File: config.mk
export PLATFORM = sky130hd
export DESIGN_NAME = cwhb_bridge
export DESIGN_NICKNAME = d
export VERILOG_FILES = /design/src/logic/cwhb_pkg.sv /design/src/logic/cwhb_fifo.sv /design/src/logic/cwhb_bridge.sv
export SDC_FILE = /design/constraint.sdc
export NUM_CORES = 1
export LEC_CHECK = 0
export ABC_AREA = 1
export BUFFER_PORTS_ARGS = -buffer_cell sky130_fd_sc_hd__buf_2
export CAP_MARGIN = 20
export CORE_MARGIN = 1.5
export CORE_UTILIZATION = 40
export DETAILED_ROUTE_END_ITERATION = 8
export HOLD_SLACK_MARGIN = 0.03
export SLEW_MARGIN = 25
export SYNTH_ARGS = -nofsm -noshare
export SYNTH_HDL_FRONTEND = slang
export SYNTH_SLANG_ARGS = --single-unit
File: constraint.sdc
create_clock -name sys_clk_in -period 3.1 [get_ports sys_clk_in]
set_clock_uncertainty 0.05 [all_clocks]
set_input_delay 0.155 -clock sys_clk_in [delete_from_list [all_inputs] [get_ports sys_clk_in]]
set_output_delay 0.155 -clock sys_clk_in [all_outputs]
set_load 0.01 [all_outputs]
File: src/logic/cwhb_pkg.sv
// Package for the channel word handshake bridge: widths, status and maintenance bit positions, timing.
// Assumes a single system clock at 10 MHz.
package cwhb_pkg;
	localparam int          CWHB_CLK_NS        = 100;
	localparam int          CWHB_STROBE_DLY_NS = 50;
	localparam int          CWHB_STROBE_DLY_CY = (CWHB_STROBE_DLY_NS + CWHB_CLK_NS - 1) / CWHB_CLK_NS;
	localparam int          CWHB_CLR_PULSE_NS  = 50;
	localparam int          CWHB_CLR_PULSE_CY  = (CWHB_CLR_PULSE_NS + CWHB_CLK_NS - 1) / CWHB_CLK_NS;
	localparam int          CWHB_WORD_W        = 32;
	localparam int          CWHB_CHAN_W        = 3;
	localparam int          CWHB_STAT_W        = 8;
	localparam int          CWHB_MAINT_W       = 9;
	localparam int          CWHB_FIFO_DEPTH    = 8;
	// Status bit positions
	localparam int          ST_MAINT           = 0;
	localparam int          ST_OUT_EN          = 1;
	localparam int          ST_CMD_PRES        = 2;
	localparam int          ST_DATA_PRES       = 3;
	localparam int          ST_LATCH_N         = 4;
	localparam int          ST_LATCH_M         = 5;
	localparam int          ST_READ_PRES       = 6;
	localparam int          ST_MAINT2          = 7;
	// Maintenance register bit positions
	localparam int          MC_INH_OVR         = 0;
	localparam int          MC_MAINT           = 1;
	localparam int          MC_CHAN_ERR        = 2;
	localparam int          MC_INTR            = 3;
	localparam int          MC_SRV_REQ         = 4;
	localparam int          MC_NORM_RX         = 5;
	localparam int          MC_MAINT_RX        = 6;
	localparam int          MC_CLR_PRES        = 7;
	localparam int          MC_MAINT2          = 8;
	localparam logic [8:0]  MAINT_RESET        = 9'h000;
	localparam logic [31:0] WORD_RESET         = 32'h0000_0000;
	typedef enum logic [1:0] {CWHB_CMD_WAIT, CWHB_CMD_SAMPLE, CWHB_CMD_HOLD, CWHB_CMD_TAIL} cwhb_cmd_e;
endpackage

File: src/logic/cwhb_fifo.sv
// Small FIFO carrying peripheral read words toward the input register.
// Assumes one clock; push and pop use valid/ready.
`timescale 1ns/1ps
`default_nettype none
module cwhb_fifo #(
	parameter int WIDTH = 32,
	parameter int DEPTH = 8
)(
	input  wire logic             sys_clk_in,
	input  wire logic             rstn_in,
	input  wire logic             in_valid_in,
	output logic                  in_ready_out,
	input  wire logic [WIDTH-1:0] in_data_in,
	output logic                  out_valid_out,
	input  wire logic             out_ready_in,
	output logic      [WIDTH-1:0] out_data_out
);
	localparam int AW = $clog2(DEPTH);
	logic [WIDTH-1:0] mem_q [DEPTH];
	logic [AW-1:0]    wr_q;
	logic [AW-1:0]    rd_q;
	logic [AW:0]      cnt_q;
	logic             push;
	logic             pop;
	assign push          = in_valid_in && (cnt_q != (AW+1)'(DEPTH));
	assign pop           = out_valid_out && out_ready_in;
	assign in_ready_out  = (cnt_q != (AW+1)'(DEPTH));
	assign out_valid_out = (cnt_q != '0);
	assign out_data_out  = mem_q[rd_q];
	always_ff @(posedge sys_clk_in)
	begin
		if (push)
			mem_q[wr_q] <= in_data_in;
	end
	always_ff @(posedge sys_clk_in or negedge rstn_in)
	begin
		if (!rstn_in)
		begin
			wr_q  <= '0;
			rd_q  <= '0;
			cnt_q <= '0;
		end
		else
		begin
			// Wrap explicitly so non power of two depths work
			if (push)
				wr_q <= (wr_q == AW'(DEPTH-1)) ? '0 : wr_q + 1'b1;
			if (pop)
				rd_q <= (rd_q == AW'(DEPTH-1)) ? '0 : rd_q + 1'b1;
			cnt_q <= cnt_q + (AW+1)'(push) - (AW+1)'(pop);
		end
	end
endmodule // cwhb_fifo
`default_nettype wire

File: src/logic/cwhb_bridge.sv
// Channel word handshake bridge: host strobe bus to peripheral present/latch handshake.
// Assumes host strobes and peripheral lines are synchronous to sys_clk_in.
`timescale 1ns/1ps
`default_nettype none
module cwhb_bridge
	import cwhb_pkg::*;
#(
	parameter logic [CWHB_CHAN_W-1:0] CHAN_ADDR = 3'h0,
	parameter int                     DLY_CY    = CWHB_STROBE_DLY_CY,
	parameter int                     PULSE_CY  = CWHB_CLR_PULSE_CY
)(
	input  wire logic                   sys_clk_in,
	input  wire logic                   rstn_in,
	input  wire logic [CWHB_CHAN_W-1:0] chan_addr_in,
	input  wire logic [CWHB_WORD_W-1:0] host_data_in,
	input  wire logic                   write_data_cmd_in,
	input  wire logic                   write_command_address_cmd_in,
	input  wire logic                   read_data_cmd_in,
	input  wire logic                   read_status_cmd_in,
	input  wire logic                   clear_error_cmd_in,
	input  wire logic                   read_interrupt_cmd_in,
	input  wire logic                   read_service_request_cmd_in,
	input  wire logic                   interrupt_acknowledge_in,
	input  wire logic                   error_acknowledge_in,
	input  wire logic                   service_request_acknowledge_in,
	input  wire logic                   load_maint_cmd_in,
	input  wire logic                   offline_block_in,
	input  wire logic                   millisecond_mark_in,
	output logic [CWHB_WORD_W-1:0]      host_data_out,
	output logic [3:0]                  host_parity_out,
	output logic                        ready_out,
	output logic                        maint_response_out,
	output logic                        all_seems_well_out,
	output logic                        interrupt_out,
	output logic                        service_request_out,
	output logic                        channel_error_out,
	output logic [CWHB_WORD_W-1:0]      periph_data_out,
	output logic                        data_present_flag_out,
	output logic                        command_present_flag_out,
	output logic                        read_present_flag_out,
	output logic                        periph_inhibit_out,
	output logic                        periph_ms_mark_out,
	input  wire logic                   clear_output_present_in,
	input  wire logic [CWHB_WORD_W-1:0] periph_data_in,
	input  wire logic                   latch_input_norm_in,
	input  wire logic                   latch_input_maint_in,
	input  wire logic                   periph_interrupt_in,
	input  wire logic                   periph_service_request_in,
	input  wire logic                   periph_channel_error_in
);
	typedef struct packed {
		cwhb_cmd_e               st;
		logic [7:0]              dly;
		logic                    is_rd;
		logic                    is_addr;
		logic                    ok;
		logic [CWHB_WORD_W-1:0]  out_word;
		logic [CWHB_WORD_W-1:0]  in_word;
		logic                    word_pres;
		logic                    addr_pres;
		logic                    ln;
		logic                    lm;
		logic                    rpf;
		logic                    intr;
		logic                    srq;
		logic                    cerr;
		logic [CWHB_MAINT_W-1:0] maint;
		logic                    prev_cmd;
		logic                    prev_read_interrupt_cmd;
		logic                    prev_rsr;
		logic                    prev_off;
		logic                    prev_ln;
		logic                    prev_lm;
		logic                    lat_maint;
		logic                    rdy;
		logic                    mresp;
		logic                    well;
		logic [CWHB_WORD_W-1:0]  hdata;
		logic                    bus_int;
		logic                    bus_srq;
		logic                    bus_cerr;
		logic                    inh;
		logic                    msm;
	} cwhb_state_s;

	cwhb_state_s s_q;
	cwhb_state_s s_d;
	logic        sel;
	logic        cmd_any;
	logic        fifo_in_ready;
	logic        fifo_valid;
	logic        fifo_pop;
	logic [CWHB_WORD_W-1:0] fifo_data;
	logic        latch_evt;

	function automatic logic [CWHB_STAT_W-1:0] status_word(input cwhb_state_s s, input logic inh);
		logic [CWHB_STAT_W-1:0] v;
		v               = '0;
		v[ST_MAINT]     = s.maint[MC_MAINT];
		v[ST_OUT_EN]    = !inh || s.maint[MC_INH_OVR];
		v[ST_CMD_PRES]  = s.addr_pres;
		v[ST_DATA_PRES] = s.word_pres;
		v[ST_LATCH_N]   = s.ln;
		v[ST_LATCH_M]   = s.lm;
		v[ST_READ_PRES] = s.ln || s.lm;
		v[ST_MAINT2]    = s.maint[MC_MAINT2];
		return v;
	endfunction

	assign sel     = (chan_addr_in == CHAN_ADDR);
	assign cmd_any = sel && (write_data_cmd_in || write_command_address_cmd_in || read_data_cmd_in);
	// Latched words queue in the FIFO; peripheral holding rules keep it near empty
	assign latch_evt = (latch_input_norm_in && !s_q.prev_ln) || (latch_input_maint_in && !s_q.prev_lm);

	cwhb_fifo #(
		.WIDTH (CWHB_WORD_W),
		.DEPTH (CWHB_FIFO_DEPTH)
	) u_fifo (
		.sys_clk_in    (sys_clk_in),
		.rstn_in       (rstn_in),
		.in_valid_in   (latch_evt),
		.in_ready_out  (fifo_in_ready),
		.in_data_in    (periph_data_in),
		.out_valid_out (fifo_valid),
		.out_ready_in  (fifo_pop),
		.out_data_out  (fifo_data)
	);
	// Input register refills only once the host has drained it
	assign fifo_pop = fifo_valid && !s_q.ln && !s_q.lm && s_q.st == CWHB_CMD_WAIT;

	always_comb
	begin
		s_d           = s_q;
		s_d.prev_cmd  = cmd_any;
		s_d.prev_read_interrupt_cmd = sel && read_interrupt_cmd_in;
		s_d.prev_rsr  = sel && read_service_request_cmd_in;
		s_d.prev_off  = offline_block_in;
		s_d.prev_ln   = latch_input_norm_in;
		s_d.prev_lm   = latch_input_maint_in;
		// Which latch line a queued word arrived on
		if (latch_evt && fifo_in_ready)
			s_d.lat_maint = latch_input_maint_in && !s_q.prev_lm;
		if (fifo_pop)
		begin
			s_d.in_word = fifo_data;
			if (s_q.lat_maint)
				s_d.lm = 1'b1;
			else
				s_d.ln = 1'b1;
			s_d.rpf = 1'b1;
		end
		// Command sequencer: sample after delay, act on trailing edge
		unique case (s_q.st)
			CWHB_CMD_WAIT:
			begin
				if (cmd_any && !s_q.prev_cmd)
				begin
					s_d.st     = CWHB_CMD_SAMPLE;
					s_d.dly     = 8'(DLY_CY);
					s_d.is_rd   = read_data_cmd_in;
					s_d.is_addr = write_command_address_cmd_in;
					if (!read_data_cmd_in && !s_q.word_pres && !s_q.addr_pres)
						s_d.out_word = host_data_in;
				end
			end
			CWHB_CMD_SAMPLE:
			begin
				if (s_q.dly > 8'h01)
					s_d.dly = s_q.dly - 8'h01;
				else
				begin
					s_d.st = CWHB_CMD_HOLD;
					s_d.ok = s_q.is_rd ? (s_q.ln || s_q.lm) : (!s_q.word_pres && !s_q.addr_pres);
				end
			end
			CWHB_CMD_HOLD:
			begin
				if (!cmd_any)
				begin
					s_d.st  = CWHB_CMD_TAIL;
					s_d.dly = 8'(PULSE_CY);
					if (s_q.ok && !s_q.is_rd)
					begin
						s_d.word_pres = !s_q.is_addr;
						s_d.addr_pres = s_q.is_addr;
					end
					if (s_q.ok && s_q.is_rd)
					begin
						s_d.ln = 1'b0;
						s_d.lm = 1'b0;
					end
				end
			end
			CWHB_CMD_TAIL:
			begin
				// Clear pulse width before the next command is accepted
				if (s_q.dly > 8'h01)
					s_d.dly = s_q.dly - 8'h01;
				else
				begin
					s_d.st = CWHB_CMD_WAIT;
					s_d.ok = 1'b0;
					if (s_q.ok && s_q.is_rd)
						s_d.rpf = 1'b0;
				end
			end
		endcase
		if (clear_output_present_in)
		begin
			s_d.word_pres = 1'b0;
			s_d.addr_pres = 1'b0;
			s_d.out_word = WORD_RESET;
		end
		// Peripheral events, masked in maintenance state
		if (!s_q.maint[MC_MAINT])
		begin
			s_d.intr = s_q.intr || periph_interrupt_in;
			s_d.srq  = s_q.srq || periph_service_request_in;
			s_d.cerr = s_q.cerr || periph_channel_error_in;
		end
		// Read-and-clear on trailing edge; a same-cycle set still wins
		if (s_q.prev_read_interrupt_cmd && !(sel && read_interrupt_cmd_in))
			s_d.intr = !s_q.maint[MC_MAINT] && periph_interrupt_in;
		if (s_q.prev_rsr && !(sel && read_service_request_cmd_in))
			s_d.srq = !s_q.maint[MC_MAINT] && periph_service_request_in;
		if (sel && load_maint_cmd_in)
		begin
			s_d.maint = host_data_in[CWHB_MAINT_W-1:0];
			if (host_data_in[MC_CHAN_ERR])
				s_d.cerr = 1'b1;
			if (host_data_in[MC_INTR])
				s_d.intr = 1'b1;
			if (host_data_in[MC_SRV_REQ])
				s_d.srq = 1'b1;
			if (host_data_in[MC_NORM_RX])
			begin
				s_d.ln  = 1'b1;
				s_d.rpf = 1'b1;
			end
			if (host_data_in[MC_MAINT_RX])
			begin
				s_d.lm  = 1'b1;
				s_d.rpf = 1'b1;
			end
			if (host_data_in[MC_CLR_PRES])
			begin
				s_d.word_pres = 1'b0;
				s_d.addr_pres = 1'b0;
			end
		end
		if (sel && clear_error_cmd_in)
		begin
			s_d.st    = CWHB_CMD_WAIT;
			s_d.ok    = 1'b0;
			s_d.word_pres = 1'b0;
			s_d.addr_pres = 1'b0;
			s_d.ln    = 1'b0;
			s_d.lm    = 1'b0;
			s_d.rpf   = 1'b0;
			s_d.cerr  = 1'b0;
			s_d.maint = MAINT_RESET;
			s_d.maint[MC_MAINT] = s_q.maint[MC_MAINT];
		end
		if (offline_block_in && !s_q.prev_off)
			s_d.maint = MAINT_RESET;
		// Registered host responses
		s_d.rdy      = 1'b0;
		s_d.mresp    = 1'b0;
		s_d.well     = 1'b0;
		s_d.hdata    = WORD_RESET;
		if (s_q.st == CWHB_CMD_HOLD && s_q.ok)
			s_d.rdy = 1'b1;
		if (s_q.st == CWHB_CMD_HOLD && s_q.ok && s_q.is_rd)
		begin
			s_d.hdata = s_q.in_word;
			s_d.mresp = s_q.lm;
			s_d.well  = s_q.ln;
		end
		if (sel && (read_status_cmd_in || clear_error_cmd_in || read_interrupt_cmd_in
			|| read_service_request_cmd_in || load_maint_cmd_in
			|| interrupt_acknowledge_in || error_acknowledge_in || service_request_acknowledge_in))
		begin
			s_d.rdy = 1'b1;
			s_d.well = 1'b1;
		end
		if (sel && read_status_cmd_in)
			s_d.hdata = {24'h00_0000, status_word(s_q, offline_block_in)};
		if (sel && (read_interrupt_cmd_in || interrupt_acknowledge_in))
			s_d.hdata[0] = s_q.intr;
		if (sel && read_service_request_cmd_in)
			s_d.hdata[0] = s_q.srq;
		if (sel && service_request_acknowledge_in)
			s_d.hdata[CHAN_ADDR] = s_q.srq;
		if (sel && error_acknowledge_in)
			s_d.hdata[CHAN_ADDR] = s_q.cerr;
		s_d.bus_int  = s_q.intr;
		s_d.bus_srq  = s_q.srq;
		s_d.bus_cerr = s_q.cerr;
		s_d.inh      = (offline_block_in && !s_q.maint[MC_INH_OVR]) || s_q.maint[MC_MAINT];
		s_d.msm      = millisecond_mark_in;
	end

	always_ff @(posedge sys_clk_in or negedge rstn_in)
	begin
		if (!rstn_in)
		begin
			s_q       <= '0;
			s_q.st    <= CWHB_CMD_WAIT;
			s_q.maint <= MAINT_RESET;
		end
		else
			s_q <= s_d;
	end

	// Parity not carried on this bus; status replies need zero parity anyway
	assign host_parity_out          = 4'h0;
	assign host_data_out            = s_q.hdata;
	assign ready_out                = s_q.rdy;
	assign maint_response_out       = s_q.mresp;
	assign all_seems_well_out       = s_q.well;
	assign interrupt_out            = s_q.bus_int;
	assign service_request_out      = s_q.bus_srq;
	assign channel_error_out        = s_q.bus_cerr;
	assign periph_data_out          = s_q.out_word;
	assign data_present_flag_out    = s_q.word_pres;
	assign command_present_flag_out = s_q.addr_pres;
	assign read_present_flag_out    = s_q.rpf;
	assign periph_inhibit_out       = s_q.inh;
	assign periph_ms_mark_out       = s_q.msm;
endmodule // cwhb_bridge
`default_nettype wire

## Yosys cells after proc, flatten, opt, wreduce, memory -nomap -nowiden

Memories as Yosys holds them, arrays and structs flattened. A register that Yosys moved wholly into a read port is not among the register bits.
Cells that the tools add are included.
W data, S select, Z words.

| word-level totals | value |
|---|---|
| memories kept | 1 |
| output and inout port bits | 79 |
| register bits | 119 |
| bits in writable memories | 256 |

| cells by class | value |
|---|---|
| multiplexer cells | 54 |
| magnitude comparators | 1 |
| reductions and logical operators | 80 |
| $add $sub $neg | 5 |
| eq/ne operators | 13 |

Memory list:

| name | depth | bits a word | rd ports | clocked after memory_dff | write ports | RTL line | text |
|---|---|---|---|---|---|---|---|
| u_fifo.mem_q | 8 | 32 | 1 | 1 | 1 | cwhb_fifo.sv:19 | `logic [WIDTH-1:0] mem_q [DEPTH];` |

Operators with widths:

| cell | number |
|---|---|
| $mux W32 | 5 |
| $pmux W10 S4 | 1 |
| $mux W34 | 1 |
| $logic_and A1 B1 Y1 | 31 |
| $mux W1 | 25 |
| $mux W10 | 2 |
| $logic_not A1 Y1 | 17 |
| $logic_or A1 B1 Y1 | 17 |
| $mux W17 | 1 |
| $mux W2 | 8 |
| $mux W12 | 1 |
| $mux W3 | 4 |
| $mux W9 | 1 |
| $ne A3 B3 Y1 const B | 3 |
| $gt A8 B1 Y1 const B | 1 |
| $mux W4 | 2 |
| $mux W8 | 1 |
| $reduce_bool A2 Y1 | 4 |
| $sub A8 B1 Y8 const B | 1 |
| $add A3 B1 Y3 const B | 2 |
| $eq A3 B3 Y1 const B | 2 |
| $reduce_and A2 Y1 | 3 |
| $reduce_and A3 Y1 | 2 |
| $reduce_bool A3 Y1 | 2 |
| other kinds (14) | 16 |

## Longest topological paths before layout

Gate-level depths: netlist of run 1.

| depth | value |
|---|---|
| word-level depth | 13 |
| mapped depth | 13 |
| depth with buffers taken out | 12 |

## Hierarchy

Synthesis of run 1 repeated with hierarchy kept, for this count alone.

| second synthesis, totals | value |
|---|---|
| cell total of the unflattened synthesis | 1905 |
| area, all modules | 18126.1 um2 |

By module, submodules not included:

| module | cells each | area each (um2) | times used |
|---|---|---|---|
| cwhb_fifo | 1179 | 11710.0 | 1 |
| cwhb_bridge | 726 | 6416.2 | 1 |

## Least setup slack after synthesis of run 1

Ideal clock, no wire load.

| timing path | value |
|---|---|
| kind | register to register |
| start point | register u_fifo.cnt_q[2] |
| end point | memory u_fifo.mem_q[0][0], enable pin |
| required time | 2629 ps |
| arrival | 2378 ps |
| stages on the path, launching flop included | 7 |
| library setup time | 421 ps |
| slack | 251 ps |
| cells stage by stage | dfrtp_1 > inv_1 > ha_1 > nand3_1 > nand2_1 > or2_2 > nor2_1 |

| between the ends | value |
|---|---|
| word-level cells in the longest chain between the ends | 4 |

RTL lines:

| what | RTL line | text |
|---|---|---|
| from (decl) | cwhb_fifo.sv:22 | `logic [AW:0] cnt_q;` |
| from (signal assigned) | cwhb_fifo.sv:50 | `cnt_q <= cnt_q + (AW+1)'(push) - (AW+1)'(pop);` |
| $ne A4 B4 Y1 | cwhb_fifo.sv:25 | `assign push = in_valid_in && (cnt_q != (AW+1)'(DEPTH));` |
| $logic_and A1 B1 Y1 | cwhb_fifo.sv:25 |  |
| $mux W1 | cwhb_fifo.sv:32 | `if (push)` |
| $mux W1 (not written as such) | cwhb_fifo.sv:33 | `mem_q[wr_q] <= in_data_in;` |
| to (decl) | cwhb_fifo.sv:19 |  |

No other way between the ends.

## Final worst setup path of run 1

| timing path | value |
|---|---|
| start point | input chan_addr_in[2] |
| end point | register s_q[48] (netlist bit) |

| between the ends | value |
|---|---|
| word-level cells in the longest chain between the ends | 4 |
| elaborated cells between the ends (all ways) | 6 |
| classes of those cells | 1 x eq/ne; 5 x reduce/logical |

RTL lines:

| what | RTL line | text |
|---|---|---|
| from (decl) | cwhb_bridge.sv:14 | `input wire logic [CWHB_CHAN_W-1:0] chan_addr_in,` |
| $logic_not A3 Y1 * | cwhb_bridge.sv:110 | `assign sel = (chan_addr_in == CHAN_ADDR);` |
| $logic_and A1 B1 Y1, on equally long branches | cwhb_bridge.sv:251, cwhb_bridge.sv:226 |  |
| $ne A2 B1 Y1 (no source line) or $reduce_bool A2 Y1 (tied branches) | -- |  |
| $reduce_and A2 Y1 (no source line) * | -- |  |
| to (decl) | cwhb_bridge.sv:86 | `cwhb_state_s s_q;` |

Mark *: on every way between the ends. The rest lies on a longest branch, timed or not.
A chain may end at the register's enable or synchronous reset.

==> results of run 1 <==
## metrics by stage
step                total power [uW]  instances  hold WS, ps  area [um2]  setup WS [ps]
finish                         16600       2238         67.8       19900            544
global route                   17600       2238         71.4       19900            406
CTS                            16700       2235         30.1       19900            689
detailed placement             11600       2065          191       17600            756
global placement               11500       2065          189       17600            810
floorplan                      10400       1484         -191       16800            251
## critical path: cells and delay by family
kind	cells	cell delay, ps
and+or+nand+nor	5	820
buffers and inverters	5	1980
## cells in the final DEF, fill, tap and decap left out, types with 3 or more instances in the layout
cell type / synthesis / final
ha_1: 17 / 17
conb_1: 1 / 4
or2_2: 3 / 3
diode_2: 0 / 3
buf_4: 69 / 23
o31ai_1: 4 / 4
clkbuf_8: 0 / 4
a21oi_1: 41 / 41
nand3_1: 91 / 91
nor2_4: 1 / 9
dlygate4sd3_1: 0 / 94
o21ai_0: 147 / 147
inv_1: 120 / 120
nand2_1: 208 / 208
edfxtp_1: 256 / 256
buf_12: 0 / 3
nor2_1: 170 / 162
dfrtp_1: 145 / 143
clkbuf_1: 32 / 12
buf_2: 20 / 161
nor3_1: 5 / 5
clkinv_1: 3 / 7
o21ai_2: 13 / 13
clkinv_2: 0 / 5
nand4_1: 5 / 5
clkbuf_16: 0 / 45
o211ai_1: 70 / 70
o21ai_1: 25 / 25
## report_power, final
part / internal, uW / switching [uW] / total (uW)
Clock: 2920 / 2060 / 4990
Combinational: 1480 / 2890 / 4370
Sequential: 6660 / 563 / 7220
## Yosys cell counts
master / count
edfxtp_1: 256
clkbuf_1: 32
buf_6: 15
nand3_1: 91
a31oi_1: 1
inv_1: 120
nor2_4: 1
dfrtp_1: 145
fa_1: 1
a22oi_1: 2
o311ai_0: 1
o21ai_2: 13
o21a_1: 1
o31ai_1: 4
nand2_1: 208
buf_4: 69
nand4_1: 5
xor2_1: 1
nor3_1: 5
nand3_4: 1
nand2_2: 2
o211ai_1: 70
o22ai_1: 1
o21ai_1: 25
nor2_1: 170
ha_1: 17
buf_2: 20
nor2_2: 2
xnor2_1: 2
conb_1: 1
buf_1: 3
a21oi_1: 41
clkinv_1: 3
o21ai_0: 147
inv_4: 1
inv_2: 1
or2_2: 3
## kinds of logic after synthesis
kind of cell,count (synthesis)
AO/OA/AOI/OAI,306
adder cells (fa/ha/maj),18
flip-flops,401
XOR/XNOR,3
buffers and inverters,264
AND/OR/NAND/NOR,488
other,1
## sequential cells by signal (all words and copies together), names as in the netlist, 3 cells and up
signal / cells
host_data_out: 32
periph_data_out: 32
s_d: 3
s_q: 57
u_fifo.cnt_q: 4
u_fifo.mem_q: 256
u_fifo.rd_q: 3
u_fifo.wr_q: 3
## path summary, 6_finish.rpt
check                                   from                   to  slack, ps  cells past startpoint
max in group asynchronous            rstn_in              s_q[89]       2020                      3
hold / removal             write_data_cmd_in              s_q[46]         70                      5
min in group asynchronous            rstn_in  periph_data_out[23]        170                      2
setup reg to reg                    s_q[139]     host_data_out[2]        780                      8
setup / recovery             chan_addr_in[2]              s_q[48]        540                     10
hold reg to reg                       s_d[2]    channel_error_out        370                      0
## routing by layer
| layer | wire length [um] | GRT usage | vias to the layer above |
|---|---|---|---|
| met5 | 0 | 0 | - |
| met4 | 869 | 0.0564 | 0 |
| met3 | 2390 | 0.0415 | 69 |
| met2 | 17400 | 0.283 | 313 |
| met1 | 17600 | 0.249 | 5315 |
| li1 | - | - | 5388 |
## final cells by class
type                       count  share of cell area
sequential                   401               0.568
multi-input combinational    819               0.206
timing repair buffer         282              0.0998
clock buffer                  61              0.0615
tap                          532              0.0334
inverter                     125              0.0237
clock inverter                15             0.00709
antenna                        3            0.000376
==> impl_metrics.json, run 1 <==
{
  "synth_cell_types": 37,
  "grt_max_degree": 75,
  "clock_path_buffers": 3,
  "antenna_found_initial": 3,
  "final-hold-violation-count": 0,
  "dr.pass1.iters": 5,
  "setup_viol": 0,
  "ant_nets": 0,
  "slowest_stage": "dlygate4sd3_1",
  "drv_cap": 0,
  "ir_drop_v": 0.000427,
  "worstPathArrival_ps": 2950,
  "synthXorXnorAreaFrac": 0.00157,
  "hpwl_mm": 22.7,
  "h-tree-depth": 2,
  "synth_largest_area_cell": "edfxtp_1",
  "clk_latency_ps": 580,
  "die-height_um": 208,
  "synthTopCellsByArea": "edfxtp_1, dfrtp_1, nand2_1",
  "cts_root_buf": "clkbuf_16",
  "synthSimpleGateAreaFrac": 0.120,
  "die_w_um": 208,
  "wl_per_cell_um": 17.1,
  "die_area_um2": 43100,
  "fill_cells": 3675,
  "hold_class": "in -> reg",
  "cts_resized": 0,
  "avgSynthCellArea_um2": 11.3,
  "startpoint_type": "input pin",
  "synthAdderAreaFrac": 0.0139,
  "setup_tns_ps": 0,
  "final_core_util": 0.485,
  "endpoint_kind": "flop",
  "multi_input_area_um2": 4120,
  "std_cell_rows": 74,
  "rsz0062_at_grt": "false",
  "cp.required_ps": 3490,
  "vias": 11085,
  "synthMuxAreaShare": 0,
  "initial_utilization": 0.407,
  "max_stage_delay_ps": 590,
  "synth-compound-area-share": 0.106,
  "leakage_uw": 0.00832,
  "clkTransAtPathRegs_ps": 60,
  "routed_via_density": 4.95,
  "cts_buffers": 43,
  "overflow": 0,
  "netlist_instances": 1481,
  "ys_seq_area_frac": 0.676,
  "cp_common_cell": "dlygate4sd3_1",
  "max_freq_ghz": 0.391,
  "status": "finished clean",
  "synth-seq-cells": 401,
  "finalWeightedCongestion": 0.867,
  "grt_pass1_vias": 10956,
  "cts_sinks": 401,
  "period_needed_ps": 2560,
  "wl_mm": 38.2,
  "drc": 0,
  "area_growth_pct": 19.0,
  "cts_setup_buffers": 0,
  "drive_gt1_frac": 0.166,
  "regArea_um2": 11300,
  "port_buffers": 162,
  "yosys_warnings": 0,
  "final_nets": 1778,
  "grt_usage": 0.180,
  "syn_area_um2": 16800,
  "drv_slew": 0,
  "synth_top_family_by_area": "simple AND/OR/NAND/NOR gates",
  "core_area_um2": 41100,
  "ios": 167,
  "drt_iter0_markers": 933,
  "worstMarginPinSlew_ps": 799,
  "worstPathCellList": "dlygate4sd3_1, buf_2, nor2_1, nand2_2, nor2_2, inv_1, nor3_1, dlygate4sd3_1, nor2_1, dlygate4sd3_1",
  "holdBufCountCts": 94,
  "crit_type": "in -> reg",
  "post-route-period-util": 0.825,
  "synth_top_area_frac": 0.459,
  "cp_max_fo": 9,
  "power_density_nw_per_um2": 832,
  "grt_pass1_wl_mm": 61.1,
  "relSlewSlack": 0.467,
  "cts_tree": "built"
}
Power figures use the tool's default switching activity.
==> run 2, diff against run 1 <==
==> constraint.sdc (replaced) <==
create_clock -name sys_clk_in -period 2.6 [get_ports sys_clk_in]
set_clock_uncertainty 0.05 [all_clocks]
set_input_delay 0.13 -clock sys_clk_in [delete_from_list [all_inputs] [get_ports sys_clk_in]]
set_output_delay 0.13 -clock sys_clk_in [all_outputs]
set_load 0.01 [all_outputs]
==> impl_metrics.json, run 2 (same netlist as run 1, synthesis figures left out) <==
{
  "relSlewSlack": 0.494,
  "power_density_nw_per_um2": 993,
  "core_area_um2": 41100,
  "drc": 0,
  "routed_via_density": 4.97,
  "startpoint_type": "input pin",
  "drv_cap": 0,
  "wl_per_cell_um": 17.3,
  "grt_usage": 0.181,
  "worstPathArrival_ps": 2820,
  "fill_cells": 3690,
  "power_uw": 20000,
  "clock_path_buffers": 3,
  "die-height_um": 208,
  "slowest_stage": "dlygate4sd3_1",
  "area_growth_pct": 20.2,
  "layout_common_cells": "edfxtp_1, nand2_1, nor2_1",
  "port_buffers": 162,
  "ff2ff_path_depth": 11,
  "cp-startpoint": "chan_addr_in[0]",
  "cp.required_ps": 3000,
  "top_regs": "u_fifo.mem_q (256), s_q (57)",
  "hold_class": "in -> reg",
  "drive_gt1_frac": 0.167,
  "dr.pass1.iters": 5,
  "ios": 167,
  "ant_nets": 0,
  "endpoint_kind": "flop",
  "overflow": 0,
  "rrSetupSlack_ps": 260,
  "die_w_um": 208,
  "cts_tree": "built",
  "post-route-period-util": 0.931,
  "endpoint": "s_q[129]",
  "status": "finished clean",
  "cp_max_fo": 7,
  "max_stage_delay_ps": 630,
  "h-tree-depth": 2,
  "die_area_um2": 43100,
  "final_core_util": 0.490,
  "reg2reg_from": "s_q[139]",
  "antenna_found_initial": 0,
  "period_needed_ps": 2420,
  "leakage_uw": 0.00839,
  "worstMarginPinSlew_ps": 759,
  "clkTransAtPathRegs_ps": 60,
  "cts_resized": 0,
  "cts_setup_buffers": 0,
  "clk_latency_ps": 560,
  "cts_buffers": 43,
  "drv_slew": 0,
  "initial_utilization": 0.407,
  "max_freq_ghz": 0.413,
  "worstPathCellList": "dlygate4sd3_1, buf_2, inv_2, nand2_1, nor2_4, dlygate4sd3_1, nand2_1, dlygate4sd3_1, inv_1, nand3_1, nand2_1, o21ai_0",
  "cts_root_buf": "clkbuf_16",
  "crit_type": "in -> reg",
  "top_register": "u_fifo.mem_q",
  "layout_commonest_cell": "edfxtp_1",
  "grt_max_degree": 91,
  "diodes": 0,
  "std_cell_rows": 74,
  "rr_endpoint": "u_fifo.cnt_q[2]",
  "finalWeightedCongestion": 0.862,
  "grt_pass1_vias": 10964,
  "wl_mm": 38.9,
  "setup_viol": 0,
  "final_nets": 1786,
  "vias": 11174,
  "drt_iter0_markers": 919,
  "cts_sinks": 401,
  "grt_pass1_wl_mm": 61.3,
  "largest_register_ffs": 256,
  "final-hold-violation-count": 0,
  "rsz0062_at_grt": "false",
  "holdBufCountCts": 97,
  "hpwl_mm": 23.7,
  "ir_drop_v": 0.000446
}
==> run 2: worst max-delay path: cells and delay by family <==
family	cells	cell delay [ps]
simple gates	5	590
buf+inv	6	2020
compound gates	1	70
==> run 2: worst min-delay path by stage <==
stage                         start                   to  depth (start not counted)
floorplan                   rstn_in   all_seems_well_out                          0
finish              chan_addr_in[1]             s_q[139]                          8
global placement            rstn_in  periph_data_out[25]                          1
CTS                 chan_addr_in[1]     host_data_out[3]                          6
detailed placement          rstn_in  periph_data_out[24]                          1
global route        chan_addr_in[1]     host_data_out[3]                          6
==> run 2: power by group <==
group	switching, uW	internal (uW)
Sequential	554	7940
Combinational	3710	1870
Clock	2420	3510
Total	6680	13300
==> run 2: final cells by class <==
class                           instances  area [um2]  area share
Tap cell                              532         666      0.0331
Clock inverter                         20         155     0.00771
Multi-Input combinational cell        819        4120       0.204
Clock buffer                           60        1230      0.0612
Inverter                              125         472      0.0234
Sequential cell                       401       11300       0.562
Timing Repair Buffer                  290        2170       0.108
==> run 2: routing by layer <==
layer,up-vias,share of wire,GRT usage
met4,0,0.022,0.0539
li1,5404,-,-
met5,-,0,0
met2,296,0.45,0.282
met1,5404,0.47,0.261
met3,70,0.055,0.0322
==> run 2: per-stage QoR <==
step | std cells | setup TNS [ps] | area [um2] | setup WS (ps) | hold WS [ps]
floorplan | 1484 | -31810 | 16800 | -249 | -216
global placement | 2070 | 0 | 17800 | 314 | 157
detailed placement | 2070 | 0 | 17800 | 285 | 160
CTS | 2247 | 0 | 20100 | 233 | 74.6
global route | 2247 | 0 | 20100 | 87.6 | 137
finish | 2247 | 0 | 20100 | 180 | 110
==> run 3, diff against run 2 <==
--- a/config.mk
+++ b/config.mk
@@ -10,7 +10,9 @@
 export CAP_MARGIN = 20
 export CORE_MARGIN = 1.5
 export CORE_UTILIZATION = 40
+export CTS_BUF_LIST = sky130_fd_sc_hd__clkbuf_2 sky130_fd_sc_hd__clkbuf_4 sky130_fd_sc_hd__clkbuf_8
 export DETAILED_ROUTE_END_ITERATION = 8
+export GPL_ROUTABILITY_DRIVEN = 0
 export HOLD_SLACK_MARGIN = 0.03
 export SLEW_MARGIN = 25
 export SYNTH_ARGS = -nofsm -noshare
==> impl_metrics.json, run 3 (same netlist as run 1, synthesis figures left out) <==
{
  "drive_gt1_frac": 0.194,
  "setup_viol": 0,
  "grt_pass1_wl_mm": 61.9,
  "ant_nets": 0,
  "worstMarginPinSlew_ps": 755,
  "ios": 167,
  "layout_commonest_cell": "edfxtp_1",
  "cts_tree": "built",
  "regArea_um2": 11300,
  "die-height_um": 208,
  "stdcell_count": 2291,
  "max_freq_ghz": 0.407,
  "rsz0062_at_grt": "false",
  "wl_mm": 39.2,
  "vias": 11236,
  "diodes": 0,
  "ir_drop_v": 0.000437,
  "relSlewSlack": 0.496,
  "final_nets": 1812,
  "ff2ff_path_depth": 11,
  "cp_top_family": "buffers and inverters",
  "whs_path_depth": 6,
  "wl_per_cell_um": 17.1,
  "core_area_um2": 41100,
  "cp.required_ps": 3090,
  "drt_iter0_markers": 859,
  "cts_root_buf": "clkbuf_8",
  "numPlacedInstances": 2070,
  "grt_usage": 0.184,
  "rr_endpoint": "u_fifo.cnt_q[2]",
  "period_needed_ps": 2460,
  "clkTransAtPathRegs_ps": 50,
  "path_buf_inv": 4,
  "cts_buffers": 68,
  "grt_max_degree": 91,
  "die_w_um": 208,
  "multi_input_area_um2": 4120,
  "rrSetupSlack_ps": 270,
  "worstPathArrival_ps": 2950,
  "reg2reg_from": "s_q[139]",
  "h-tree-depth": 3,
  "final-hold-violation-count": 0,
  "post-route-period-util": 0.946,
  "overflow": 0,
  "cp_common_cell": "dlygate4sd3_1",
  "cts_sinks": 401,
  "holdPathEnd": "s_q[60]",
  "top_regs": "u_fifo.mem_q (256), s_q (57)",
  "leakage_uw": 0.00851,
  "initial_utilization": 0.407,
  "slowest_stage": "dlygate4sd3_1",
  "drv_cap": 0,
  "startpoint_type": "input pin",
  "clock_path_buffers": 3,
  "area_growth_pct": 21.0,
  "std_cell_rows": 74,
  "dr.pass1.iters": 5,
  "port_buffers": 162,
  "setup_tns_ps": 0,
  "crit_type": "in -> reg",
  "routed_via_density": 4.90,
  "top_register": "u_fifo.mem_q",
  "antenna_found_initial": 0,
  "power_density_nw_per_um2": 999,
  "status": "finished clean",
  "min_from": "chan_addr_in[1]",
  "clk_latency_ps": 600,
  "fill_cells": 3676,
  "cp_max_fo": 10,
  "hold_class": "in -> reg",
  "layout_common_cells": "edfxtp_1, nand2_1, nor2_1",
  "endpoint_kind": "flop",
  "drv_slew": 0,
  "drc": 0,
  "max_stage_delay_ps": 630,
  "largest_register_ffs": 256,
  "hpwl_mm": 23.7,
  "worstPathCellList": "dlygate4sd3_1, buf_2, nor2_1, nand2_2, dlygate4sd3_1, nor2_2, nand2_1, nand3_1, nand2_1, a21oi_1, dlygate4sd3_1",
  "grt_pass1_vias": 11157,
  "die_area_um2": 43100
}
run 3: cell types whose count changed in the layout (fill, tap and decap cells not counted):
cell | before | now
clkinv_1 | 13 | 11
clkinv_8 | 0 | 1
bufinv_16 | 2 | 6
clkinv_2 | 6 | 9
inv_16 | 1 | 0
clkbuf_8 | 5 | 79
clkbuf_1 | 10 | 0
clkbuf_4 | 0 | 18
clkbuf_16 | 45 | 0
dlygate4sd3_1 | 97 | 98
inv_6 | 0 | 1
run 3: final cells by class:
class                      instances  share of cell area
multi-input combinational        819               0.203
inverter                         125              0.0233
tap                              532              0.0328
clock buffer                      97              0.0603
timing repair buffer             291               0.108
clock inverter                    26              0.0142
sequential                       401               0.559
run 3: timing repair:
| action | CTS | global route |
|---|---|---|
| endpoints found under the hold margin | 443 | 0 |
| hold buffers | 99 | 0 |
| buffers inserted | 0 | 0 |
| endpoints found under the setup margin | 0 | 1 |
| resized for setup | 0 | 0 |
run 3: power by group:
part | internal (uW) | switching (uW)
combinational | 1870 | 3700
sequential | 7940 | 558
clock | 3640 | 2530
total | 13500 | 6790
run 3: worst max path at each step:
stage                         start  slack [ps]                 end  depth (start not counted)
floorplan           u_fifo.cnt_q[2]        -250  u_fifo.mem_q[0][0]                          6
global placement           s_q[139]         310     u_fifo.cnt_q[2]                         11
detailed placement         s_q[139]         280     u_fifo.cnt_q[2]                         11
CTS                 chan_addr_in[0]          50    host_data_out[0]                         10
global route        chan_addr_in[2]          30    host_data_out[0]                         11
finish              chan_addr_in[2]         140    host_data_out[0]                         11
run 3: worst reg2reg max path, cell delays in order (launching register included):
cell and delay [ps]:
dfrtp_1 420, inv_1 120, ha_1 230, inv_1 80
nor2_1 50, nand2_1 80, clkinv_1 90, ha_1 280
inv_1 40, ha_1 200, fa_1 410, xor2_1 170
run 3: routing by layer:
layer,routed length [um],GRT usage,part of all wire,vias to the layer above
li1,-,-,-,5468
met1,18600,0.262,0.47,5391
met4,759,0.0634,0.019,0
met2,17600,0.280,0.45,319
met3,2250,0.0366,0.057,58
met5,0,0,0,-
run 3: per-stage QoR:
stage / hold slack [ps] / power (uW) / cell area, um2 / worst slack, ps / utilization
after floorplan: -216 / 12400 / 16800 / -249 / -
after global placement: 157 / 14000 / 17800 / 314 / 0.432
after detailed placement: 160 / 14100 / 17800 / 285 / 0.432
after CTS: 30.9 / 20400 / 20300 / 52.1 / 0.493
after global routing: 124 / 21500 / 20300 / 30.9 / 0.493
final: 78.5 / 20200 / 20300 / 141 / 0.493
